### src/ppc_defs.svh
// register offsets, field positions and reset values of the port pull-up and change block
`ifndef PPC_DEFS_SVH
`define PPC_DEFS_SVH
`define PPC_OFF_PORT      8'h00
`define PPC_OFF_DIR       8'h04
`define PPC_OFF_PULLUP    8'h08
`define PPC_OFF_CHGEN     8'h0c
`define PPC_OFF_ANALOG    8'h10
`define PPC_OFF_CTRL      8'h14
`define PPC_OFF_IRQ_STAT  8'h18
`define PPC_OFF_IRQ_EN    8'h1c
`define PPC_OFF_IRQ_CLR   8'h20
`define PPC_OFF_CONFIG    8'h24
`define PPC_PIN_THREE     3
`define PPC_PIN_FOUR      4
`define PPC_PIN_FIVE      5
`define PPC_ANALOG_BIT_TWO 2
`define PPC_CTRL_GLOBAL_IRQ 0
`define PPC_CTRL_FLAG     1
`define PPC_CTRL_GPUD     2
`define PPC_CFG_MASTER_CLEAR 0
`define PPC_CFG_OSC_LO    1
`define PPC_CFG_OSC_HI    3
`define PPC_CFG_REDUCED   4
`define PPC_CONV_CLK_LO   4
`define PPC_CONV_CLK_HI   6
`define PPC_ANALOG_HI     3
`define PPC_PULLUP_RST    6'h37
`define PPC_CHGEN_RST     6'h00
`define PPC_ANALOG_RST    4'hf
`define PPC_CONV_CLK_RST  3'h0
`define PPC_DIR_RST       6'h3f
`define PPC_PORT_RST      6'h00
`define PPC_IRQ_CHANGE    0
`define PPC_IRQ_WAKE      1
`define PPC_IRQ_W         2
`endif

### src/ppc_pkg.sv
// types of the port pull-up and change block
package ppc_pkg;
  typedef enum logic [2:0]
  {
    PPC_OSC_LOW_POWER  = 3'h0,
    PPC_OSC_CRYSTAL    = 3'h1,
    PPC_OSC_HIGH_SPEED = 3'h2,
    PPC_OSC_EXTRC = 3'h3,
    PPC_OSC_INT  = 3'h4
  } ppc_osc_t;
  typedef enum logic [1:0]
  {
    PPC_BUS_IDLE = 2'b00,
    PPC_BUS_ACK  = 2'b01,
    PPC_BUS_DONE = 2'b11
  } ppc_bus_t;
  typedef enum logic [2:0]
  {
    PPC_DIV2  = 3'h0,
    PPC_DIV8  = 3'h1,
    PPC_DIV32 = 3'h2,
    PPC_RC0   = 3'h3,
    PPC_DIV4  = 3'h4,
    PPC_DIV16 = 3'h5,
    PPC_DIV64 = 3'h6,
    PPC_RC1   = 3'h7
  } ppc_conv_clk_t;
endpackage

### src/ppc_sync.sv
// two-flop synchroniser for a vector of pin levels
`timescale 1ns/1ps
`default_nettype none
module ppc_sync #(
  parameter int W = 6
) (
  input  wire logic         clk_i,
  input  wire logic [W-1:0] d_i,
  output var  logic [W-1:0] q_o
);
  logic [W-1:0] meta_r;
  always_ff @(posedge clk_i)
  begin
    meta_r <= d_i;
    q_o    <= meta_r;
  end
endmodule
`default_nettype wire

### src/ppc_adclk.sv
// converter clock select decode into a divisor and an rc-clock flag
`timescale 1ns/1ps
`default_nettype none
module ppc_adclk (
  input  wire logic       clk_i,
  input  wire logic       rst_i,
  input  wire logic [2:0] sel_i,
  output var  logic [6:0] div_o,
  output var  logic       rc_o
);
  always_ff @(posedge clk_i)
  begin
    if (rst_i)
    begin
      div_o <= 7'h02;
      rc_o  <= 1'b0;
    end
    else
    begin
      rc_o <= 1'b0;
      case (ppc_pkg::ppc_conv_clk_t'(sel_i))
        ppc_pkg::PPC_DIV2:  div_o <= 7'h02;
        ppc_pkg::PPC_DIV4:  div_o <= 7'h04;
        ppc_pkg::PPC_DIV8:  div_o <= 7'h08;
        ppc_pkg::PPC_DIV16: div_o <= 7'h10;
        ppc_pkg::PPC_DIV32: div_o <= 7'h20;
        ppc_pkg::PPC_DIV64: div_o <= 7'h40;
        default:
        begin
          div_o <= 7'h00;
          rc_o  <= 1'b1;
        end
      endcase
    end
  end
endmodule
`default_nettype wire

### src/ppc_top.sv
// port pull-up, change-interrupt and analog-select block with a wishbone slave
//
// The Wishbone interface to the registers and the address map were chosen for this implementation.
`timescale 1ns/1ps
`default_nettype none
`include "ppc_defs.svh"
module ppc_top #(
  parameter int  PINS    = 6,
  parameter logic REDUCED = 1'b0
) (
  input  wire logic            clk_i,
  input  wire logic            rst_i,
  input  wire logic            por_i,
  input  wire logic            cyc_i,
  input  wire logic            stb_i,
  input  wire logic            we_i,
  input  wire logic [7:0]      adr_i,
  input  wire logic [3:0]      sel_i,
  input  wire logic [31:0]     dat_i,
  output var  logic [31:0]     dat_o,
  output var  logic            ack_o,
  output var  logic            err_o,
  input  wire logic [PINS-1:0] pin_i,
  input  wire logic            master_clear_cfg_i,
  input  wire logic [2:0]      osc_mode_i,
  input  wire logic            sleep_i,
  output var  logic [PINS-1:0] pin_o,
  output var  logic [PINS-1:0] pin_oe_o,
  output var  logic [PINS-1:0] pullup_o,
  output var  logic [3:0]      analog_o,
  output var  logic [6:0]      adc_div_o,
  output var  logic            adc_rc_o,
  output var  logic            wake_o,
  output var  logic            irq_o
);
  logic [PINS-1:0] sync_w;
  logic [PINS-1:0] last_read_r;
  logic [PINS-1:0] out_latch_r;
  logic [PINS-1:0] dir_r;
  logic [PINS-1:0] pullup_en_r;
  logic [PINS-1:0] chg_en_r;
  logic [3:0]      analog_r;
  logic [2:0]      conv_clk_sel_r;
  logic            global_irq_en_r;
  logic            flag_r;
  logic            gpud_r;
  logic [`PPC_IRQ_W-1:0] irq_stat_r;
  logic [`PPC_IRQ_W-1:0] irq_en_r;
  logic            osc_force;
  logic [PINS-1:0] ana_pin;
  logic [PINS-1:0] dig_in;
  logic [PINS-1:0] pullup_rd;
  logic [PINS-1:0] chg_rd;
  logic [PINS-1:0] mismatch;
  logic [PINS-1:0] pullup_nxt;
  logic [3:0]      analog_mask;
  logic            req;
  logic            wr;
  logic            rd;
  logic            port_acc;
  logic            port_rd;
  logic            any_mis;
  logic [31:0]     rdata;
  logic            hit;
  logic [`PPC_IRQ_W-1:0] irq_evt;

  // pin levels synchronised before any compare
  ppc_sync #(.W(PINS)) u_sync (
    .clk_i (clk_i),
    .d_i   (pin_i),
    .q_o   (sync_w)
  );

  ppc_adclk u_adclk (
    .clk_i (clk_i),
    .rst_i (rst_i),
    .sel_i (conv_clk_sel_r),
    .div_o (adc_div_o),
    .rc_o  (adc_rc_o)
  );

  // crystal-type modes own pins five and four
  assign osc_force = (osc_mode_i == ppc_pkg::PPC_OSC_LOW_POWER) ||
                     (osc_mode_i == ppc_pkg::PPC_OSC_CRYSTAL) ||
                     (osc_mode_i == ppc_pkg::PPC_OSC_HIGH_SPEED);
  assign analog_mask = REDUCED ? 4'hb : 4'hf;

  // analog bits 3..0 map to pins four, two, one, zero
  always_comb
  begin
    ana_pin = '0;
    ana_pin[0] = analog_r[0];
    ana_pin[1] = analog_r[1];
    ana_pin[2] = analog_r[`PPC_ANALOG_BIT_TWO];
    ana_pin[`PPC_PIN_FOUR] = analog_r[`PPC_ANALOG_HI];
  end

  assign dig_in   = sync_w & ~ana_pin;
  assign mismatch = (dig_in ^ last_read_r) & chg_en_r & ~ana_pin;
  assign any_mis  = |mismatch;

  // reads of enables: pin three pull-up zero, forced ones in crystal modes
  always_comb
  begin
    pullup_rd = pullup_en_r;
    pullup_rd[`PPC_PIN_THREE] = 1'b0;
    chg_rd = chg_en_r;
    if (osc_force)
    begin
      pullup_rd[`PPC_PIN_FIVE] = 1'b1;
      pullup_rd[`PPC_PIN_FOUR] = 1'b1;
      chg_rd[`PPC_PIN_FIVE]    = 1'b1;
      chg_rd[`PPC_PIN_FOUR]    = 1'b1;
    end
  end

  // pull-up drive per pin
  always_comb
  begin
    for (int i = 0; i < PINS; i++)
    begin
      pullup_nxt[i] = pullup_rd[i] & dir_r[i] & ~gpud_r & ~ana_pin[i];
    end
    pullup_nxt[`PPC_PIN_THREE] = master_clear_cfg_i;
  end

  // one take per request: a pending answer blocks a second
  assign req      = cyc_i & stb_i & ~ack_o & ~err_o;
  assign wr       = req & we_i & sel_i[0];
  assign rd       = req & ~we_i;
  assign port_acc = req & (adr_i == `PPC_OFF_PORT);
  // any port access refreshes the latch and ends the mismatch
  assign port_rd  = port_acc;

  // address decode for reads
  always_comb
  begin
    rdata = '0;
    hit   = 1'b1;
    if (adr_i == `PPC_OFF_PORT)
      rdata[PINS-1:0] = dig_in;
    else if (adr_i == `PPC_OFF_DIR)
      rdata[PINS-1:0] = dir_r | 6'h08;
    else if (adr_i == `PPC_OFF_PULLUP)
      rdata[PINS-1:0] = pullup_rd;
    else if (adr_i == `PPC_OFF_CHGEN)
      rdata[PINS-1:0] = chg_rd;
    else if (adr_i == `PPC_OFF_ANALOG)
    begin
      rdata[3:0] = analog_r & analog_mask;
      rdata[`PPC_CONV_CLK_HI:`PPC_CONV_CLK_LO] = REDUCED ? 3'h0 : conv_clk_sel_r;
    end
    else if (adr_i == `PPC_OFF_CTRL)
    begin
      rdata[`PPC_CTRL_GLOBAL_IRQ] = global_irq_en_r;
      rdata[`PPC_CTRL_FLAG] = flag_r;
      rdata[`PPC_CTRL_GPUD] = gpud_r;
    end
    else if (adr_i == `PPC_OFF_IRQ_STAT)
      rdata[`PPC_IRQ_W-1:0] = irq_stat_r;
    else if (adr_i == `PPC_OFF_IRQ_EN)
      rdata[`PPC_IRQ_W-1:0] = irq_en_r;
    else if (adr_i == `PPC_OFF_IRQ_CLR)
      rdata = '0;
    else if (adr_i == `PPC_OFF_CONFIG)
    begin
      rdata[`PPC_CFG_MASTER_CLEAR] = master_clear_cfg_i;
      rdata[`PPC_CFG_OSC_HI:`PPC_CFG_OSC_LO] = osc_mode_i;
      rdata[`PPC_CFG_REDUCED] = REDUCED;
    end
    else
      hit = 1'b0;
  end

  // bus answer: one cycle after the request, dropped the cycle after
  always_ff @(posedge clk_i)
  begin
    if (rst_i)
    begin
      ack_o <= 1'b0;
      err_o <= 1'b0;
      dat_o <= '0;
    end
    else
    begin
      ack_o <= req & hit;
      err_o <= req & ~hit;
      dat_o <= (rd & hit) ? rdata : '0;
    end
  end

  // last-read latch: only power-on clears it
  always_ff @(posedge clk_i)
  begin
    if (por_i)
      last_read_r <= `PPC_PORT_RST;
    else if (port_rd)
      last_read_r <= dig_in;
  end

  // port output latch and direction
  always_ff @(posedge clk_i)
  begin
    if (rst_i)
    begin
      out_latch_r <= `PPC_PORT_RST;
      dir_r       <= `PPC_DIR_RST;
    end
    else if (wr && adr_i == `PPC_OFF_PORT)
      out_latch_r <= dat_i[PINS-1:0];
    else if (wr && adr_i == `PPC_OFF_DIR)
    begin
      dir_r <= dat_i[PINS-1:0];
      dir_r[`PPC_PIN_THREE] <= 1'b1;
    end
  end

  // pull-up and change enables
  always_ff @(posedge clk_i)
  begin
    if (rst_i)
    begin
      pullup_en_r <= `PPC_PULLUP_RST;
      chg_en_r    <= `PPC_CHGEN_RST;
    end
    else if (wr && adr_i == `PPC_OFF_PULLUP)
    begin
      pullup_en_r <= dat_i[PINS-1:0];
      pullup_en_r[`PPC_PIN_THREE] <= 1'b0;
    end
    else if (wr && adr_i == `PPC_OFF_CHGEN)
      chg_en_r <= dat_i[PINS-1:0];
  end

  // analog select and converter clock field
  always_ff @(posedge clk_i)
  begin
    if (rst_i)
    begin
      analog_r       <= `PPC_ANALOG_RST & analog_mask;
      conv_clk_sel_r <= `PPC_CONV_CLK_RST;
    end
    else if (wr && adr_i == `PPC_OFF_ANALOG)
    begin
      analog_r <= dat_i[3:0] & analog_mask;
      if (!REDUCED)
        conv_clk_sel_r <= dat_i[`PPC_CONV_CLK_HI:`PPC_CONV_CLK_LO];
    end
  end

  // control: global irq enable, pull-up global disable, change flag
  always_ff @(posedge clk_i)
  begin
    if (rst_i)
    begin
      global_irq_en_r <= 1'b0;
      gpud_r          <= 1'b1;
    end
    else if (wr && adr_i == `PPC_OFF_CTRL)
    begin
      global_irq_en_r <= dat_i[`PPC_CTRL_GLOBAL_IRQ];
      gpud_r          <= dat_i[`PPC_CTRL_GPUD];
    end
  end

  // flag: mismatch sets it and wins over a clear; no set during a port access
  always_ff @(posedge clk_i)
  begin
    if (rst_i)
      flag_r <= 1'b0;
    else if (any_mis && !port_acc)
      flag_r <= 1'b1;
    else if (wr && adr_i == `PPC_OFF_CTRL && !dat_i[`PPC_CTRL_FLAG])
      flag_r <= 1'b0;
  end

  // change raises the change bit only with the global enable, and the wake bit only during sleep
  assign irq_evt[`PPC_IRQ_CHANGE] = flag_r & global_irq_en_r;
  assign irq_evt[`PPC_IRQ_WAKE]   = flag_r & sleep_i;

  // sticky status, set wins over clear
  always_ff @(posedge clk_i)
  begin
    if (rst_i)
    begin
      irq_stat_r <= '0;
      irq_en_r   <= '0;
    end
    else
    begin
      if (wr && adr_i == `PPC_OFF_IRQ_CLR)
        irq_stat_r <= (irq_stat_r & ~dat_i[`PPC_IRQ_W-1:0]) | irq_evt;
      else
        irq_stat_r <= irq_stat_r | irq_evt;
      if (wr && adr_i == `PPC_OFF_IRQ_EN)
        irq_en_r <= dat_i[`PPC_IRQ_W-1:0];
    end
  end

  // registered pin-side and interrupt outputs
  always_ff @(posedge clk_i)
  begin
    if (rst_i)
    begin
      pin_o    <= '0;
      pin_oe_o <= '0;
      pullup_o <= '0;
      // analog pins stay analog through reset
      analog_o <= `PPC_ANALOG_RST & analog_mask;
      wake_o   <= 1'b0;
      irq_o    <= 1'b0;
    end
    else
    begin
      pin_o    <= out_latch_r;
      pin_oe_o <= ~dir_r & ~6'h08;
      pullup_o <= pullup_nxt;
      analog_o <= analog_r & analog_mask;
      wake_o   <= flag_r & sleep_i;
      irq_o    <= |(irq_stat_r & irq_en_r);
    end
  end
endmodule
`default_nettype wire

### config.mk
export PLATFORM = sky130hd
export DESIGN_NAME = ppc_top
export DESIGN_NICKNAME = d
export VERILOG_FILES = /design/src/ppc_pkg.sv /design/src/ppc_sync.sv /design/src/ppc_adclk.sv /design/src/ppc_top.sv
export VERILOG_INCLUDE_DIRS = /design/src /design/src/src
export SDC_FILE = /design/constraint.sdc
export NUM_CORES = 1
export LEC_CHECK = 0
export ABC_AREA = 1
export BUFFER_PORTS_ARGS = -buffer_cell sky130_fd_sc_hd__buf_4
export CORE_ASPECT_RATIO = 0.6
export CORE_MARGIN = 4
export CORE_UTILIZATION = 45
export CTS_CLUSTER_SIZE = 8
export DETAILED_ROUTE_END_ITERATION = 8
export PLACE_DENSITY = 0.76
export SKIP_LAST_GASP = 1
export SYNTH_ARGS = -nofsm -noshare
export SYNTH_HDL_FRONTEND = slang
export SYNTH_SLANG_ARGS = --single-unit
### constraint.sdc
create_clock -name clk_i -period 1.3 [get_ports clk_i]
set_clock_uncertainty 0.2 [all_clocks]
set_input_delay 0.13 -clock clk_i [delete_from_list [all_inputs] [get_ports clk_i]]
set_output_delay 0.13 -clock clk_i [all_outputs]
set_load 0.01 [all_outputs]
### After elaboration in Yosys (flattened, before gate mapping)

Cells that the tools add are included.

| storage, ports and cells | value |
|---|---|
| register bits | 120 |
| input bits | 61 |
| logic and storage cells | 156 |

| operators by class | value |
|---|---|
| equal/unequal tests | 16 |
| multiplexer cells | 37 |
| bitwise operators | 49 |
| reduce and logical (&&, ||, !) cells | 26 |

Operators with widths:

| operator | number |
|---|---|
| 7-bit case mux with 6 select lines | 1 |
| 5-bit two-way mux | 7 |
| 8-bit by 5-bit == test with 1-bit output, second input constant | 4 |
| 1-bit AND | 26 |
| 6-bit two-way mux | 4 |
| 6-bit AND | 3 |
| 6-bit OR reduction | 3 |
| 8-bit by 4-bit == test with 1-bit output, second input constant | 2 |
| 8-bit by 6-bit == test with 1-bit output, second input constant | 2 |
| 1-bit two-way mux | 13 |
| 2-bit two-way mux | 6 |
| 1-bit inverter | 12 |
| 1-bit logical AND | 10 |
| 3-bit == test, second input constant | 3 |
| 3-bit two-way mux | 3 |
| 9-bit OR reduction | 1 |
| 8-bit by 3-bit == test with 1-bit output, second input constant | 1 |
| 8-bit logical NOT | 1 |
| 4-bit two-way mux | 2 |
| 7-bit two-way mux | 1 |
| 3-bit by 1-bit == test with 1-bit output, second input constant | 2 |
| 3-bit by 2-bit == test with 1-bit output, second input constant | 2 |
| 3-bit logical NOT | 2 |
| 5-bit inverter with 6-bit output | 1 |
| other kinds (10) | 16 |

### Longest topological paths before layout

| depth | value |
|---|---|
| word-level depth | 18 |
| depth in mapped cells | 10 |
| mapped depth without buffers | 10 |

### Hierarchy

A second synthesis with hierarchy kept.

| unflattened totals | value |
|---|---|
| cells, all modules | 479 |
| area total of the unflattened synthesis | 3766.1 µm² |

Modules (own cells, without submodules):

| module | instances | cells an instance | area each (µm²) | seq. area each (µm²) |
|---|---|---|---|---|
| ppc_top | 1 | 439 | 3298.2 | 1481.4 |
| ppc_sync | 1 | 12 | 240.2 | 240.2 |
| ppc_adclk | 1 | 28 | 227.7 | 140.1 |

### Worst setup path after synthesis

No wires, ideal clock.

| timing path | value |
|---|---|
| kind | reg2reg |
| start | register ack_o |
| end | register chg_en_r[5] |
| setup time | 116 ps |
| arrival time | 1198 ps |
| data required time | 984 ps |
| setup slack | -214 ps |
| stages on the path, launching flop included | 9 |
| path buffers | 0 |
| clock period less this slack | 1514 ps |
| cell sequence | dfxtp_1 -> nor2_2 -> nand3_4 -> nor2_4 -> inv_2 -> nor2_4 -> inv_2 -> nor2_1 -> nor2_1 |

| between the ends | value |
|---|---|
| cells in the longest elaborated chain, start to end | 8 |
| elaborated cells between the ends (all ways) | 9 |

RTL lines:

| element | line | source |
|---|---|---|
| start, declared | ppc_top.sv:21 | `output var logic ack_o,` |
| start signal, assigned | ppc_top.sv:186 | `ack_o <= req & hit;` |
| 1-bit inverter * | ppc_top.sv:128 | `assign req = cyc_i & stb_i & ~ack_o & ~err_o;` |
| 1-bit AND * (2 in a row) | ppc_top.sv:128 |  |
| 1-bit AND * (2 in a row) | ppc_top.sv:129 | `assign wr = req & we_i & sel_i[0];` |
| 1-bit logical AND (no source line) | - |  |
| 1-bit inverter (no source line) | - |  |
| 2-bit AND reduction (no source line) * | - |  |
| end signal, assigned | ppc_top.sv:224 | `` chg_en_r <= `PPC_CHGEN_RST; `` |
| end signal, assigned | ppc_top.sv:232 | `chg_en_r <= dat_i[PINS-1:0];` |
| end, declared | ppc_top.sv:41 | `logic [PINS-1:0] chg_en_r;` |

Every way passes the cells marked *; elsewhere a longest branch is shown, timed or not.
A chain may end at the register's enable or synchronous reset.

### Worst setup path after layout

| timing path | value |
|---|---|
| start | register ack_o |
| end | register out_latch_r[5] |

| between the ends | value |
|---|---|
| cells in the longest elaborated chain, start to end | 6 |

RTL lines:

| element | line | source |
|---|---|---|
| 1-bit inverter | ppc_top.sv:128 |  |
| 1-bit AND (2 in a row) | ppc_top.sv:128 |  |
| 1-bit AND (2 in a row) | ppc_top.sv:129 |  |
| 1-bit logical AND (no source line) | - |  |
| end signal, assigned | ppc_top.sv:206 | `` out_latch_r <= `PPC_PORT_RST; `` |
| end signal, assigned | ppc_top.sv:210 | `out_latch_r <= dat_i[PINS-1:0];` |
| end, declared | ppc_top.sv:38 | `logic [PINS-1:0] out_latch_r;` |

No other way between the ends.

==> flow_summary.ini <==
[status]
status = finished, violations left
violations = negative hold slack, negative setup slack

[synthesis]
syn_area_um2 = 3720
synthCells = 457
synth_seq_area_share_pct = 50.1
ys_ff_latch = 93
synth_area_per_cell_um2 = 8.14
yosys.cell_types.count = 34
yosysWarningCount = 0

[place]
post-dp-hpwl_mm = 7.90
place_congestion = 0.978
portBuffers = 71
post-place-ws_ns = -0.398

[finish]
n_fill_cell = 636
layout-drive-gt1-share_pct = 33.7
antenna-diode-count = 0
nets = 673
area_growth_pct = 47.3
final_util_pct = 68.9

[clock_network]
clock_latency_ns = 0.34
root_buffer = clkbuf_16
ctsLongestPathBuffers = 2
clk_pin_slew_ns = 0.06
cts_num_sinks = 93
numCtsBuffers = 9
htree_levels = 3
cts_tree = yes

[floorplanning]
die_y_um = 78.4
die_width_um = 125
ios = 127
initial_core_util_pct = 46.8
fp-row-count = 25
die-area_um2 = 9830
core-area_um2 = 7950

[detailed_routing]
vias_per_cell = 4.90
postRouteWirelength_mm = 10.8
first_pass_iters = 6
final_antenna_net_count = 0
drtIter0Drc = 352
routedWlPerCell_um = 14.9
route.detailed.drc = 0
num_vias = 3550

[worst_setup_path]
critPathSlowestCell = dfxtp_2
worst-endpoint-arrival_ns = 1.62
cp-start-kind = flip-flop
crit_family = simple AND/OR/NAND/NOR gates
path_common_cell = nor2_4
crit_type = reg2reg
crit_path_end_kind = flip-flop
required_ns = 1.33
path_cells = nor2_4 > nand3_4 > nor2_4 > buf_4 > buf_6 > nand2_8 > o21ai_1 > a21oi_1
critical_path.max_fanout = 12
max_stage_delay_ns = 0.33
path_buf_inv = 2

[global_route]
antenna_found_initial = 0
grt_pass1_vias = 3382
overflow = 0
grt_usage_pct = 22.2
grt_pass1_wl_mm = 17.2
grt_max_degree = 41

[hold_path]
hold_class = in2reg

[timing]
drv_slew = 0
hold_ws_ns = -0.00688
postLayoutSetupSlackWorst_ns = -0.293
fmax_mhz = 628
rsz0062_at_grt = true
setup_violations = 49
period_minus_slack_ns = 1.59
post-route-period-util_pct = 123
hold_viol = 2
fin_tns_setup_ns = -11.27

[pwr]
p_per_area_nw_per_um2 = 1110
ir_drop_mv = 0.743
finalPower_uw = 6090
leakagePower_uw = 0.00256

[job]
cap_violations = 0
## layer usage
layer | vias up | wire length (um) | global-route usage, %
li1 | 1732 | - | -
met1 | 1636 | 4750 | 31.0
met3 | 17 | 1120 | 6.53
met2 | 165 | 4780 | 33.8
met5 | - | 0 | 0
met4 | 0 | 138 | 5.95
## area by class of cell
class	instances	area [um2]	share of cell area, %
Clock buffer	10	239	4.36
Clock inverter	6	86.3	1.58
Sequential cell	93	1860	34.0
Timing Repair Buffer	152	1260	23.0
Multi-Input combinational cell	302	1670	30.5
Inverter	54	223	4.07
Tap cell	108	135	2.47
## synthesized netlist by cell type, drive strengths merged
cell type  instances  area, um2
dfxtp             93       1860
nand2             80        308
nor2              74        385
inv               54        210
o21ai             30        150
buf               29        213
a21oi             26        134
nand3             23        145
o211ai            11       87.6
nor3               9       45.0
clkbuf             6       22.5
nand4              6       37.5
a211oi             5       37.5
o22ai              3       18.8
xor2               2       17.5
a32o               1       10.0
conb               1       3.75
nand3b             1       11.3
nor4               1       6.26
o221ai             1       8.76
or2                1       6.26
## placed cells by master, fill, tap and decap left out, drive strengths merged, types with 11 or more instances in the layout
master         n
dfxtp         93
inv           54
o211ai        11
a21oi         26
nand2         80
conb          27
nand3         23
o21ai         30
nor2          75
buf          132
dlygate4sd3   20
## registers in the layout, indices dropped and copies added (netlist names), 3 cells and up
signal / flops
pin_o: 6
pullup_en_r: 5
dat_o: 7
chg_en_r: 6
u_sync.q_o: 6
pin_oe_o: 5
analog_o: 4
u_adclk.div_o: 6
conv_clk_sel_r: 3
u_sync.meta_r: 6
analog_r: 4
last_read_r: 6
out_latch_r: 6
dir_r: 5
pullup_o: 6
## where the power goes
group	leakage, uW	total (uW)	internal, uW	switching, uW
combinational	0.00165	425	196	229
clock	0.000158	2790	1730	1050
sequential	0.000756	2880	2870	11.4
## cell families (layout without fill, tap and decap cells)
| family | Yosys count | after routing | synth area share, % |
|---|---|---|---|
| AND/OR/NAND/NOR | 195 | 196 | 25.4 |
| AO/OA/AOI/OAI | 77 | 77 | 12.0 |
| flip-flops | 93 | 93 | 50.1 |
| buffers and inverters | 89 | 222 | 12.0 |
| XOR/XNOR | 2 | 2 | 0.471 |
| other | 1 | 27 | 0.101 |
## through the flow
step / cell area, um2 / cells
floorplan: 3850 / 483
global placement: 4690 / 678
detailed placement: 4690 / 678
CTS: 5330 / 718
global route: 5480 / 725
finish: 5480 / 725
## final timing paths
| path | cells past startpoint | slack (ns) | from | to |
|---|---|---|---|---|
| worst max-delay path | 8 | -0.29 | ack_o | out_latch_r[5] |
| worst min-delay path | 4 | -0.007 | stb_i | err_o |
| worst max register to register | 8 | -0.29 | ack_o | out_latch_r[5] |
| worst min register to register | 0 | 0.13 | u_sync.meta_r[1] | u_sync.q_o[1] |
## what timing repair did
action,CTS,global route
gates resized for setup,30,21
hold buffers,19,2
gates cloned,1,0
endpoints found under the setup margin,49,50
buffers inserted,4,6
pin swaps,8,5
endpoints found under the hold margin,44,1
## worst register-to-register path, stage by stage (launching register included)
cell     delay [ns]
dfxtp_2        0.33
nor2_4         0.11
nand3_4        0.09
nor2_4         0.21
buf_4          0.16
buf_6          0.10
nand2_8        0.08
o21ai_1        0.15
a21oi_1        0.05
No activity file was read; power rests on OpenSTA's default activity.
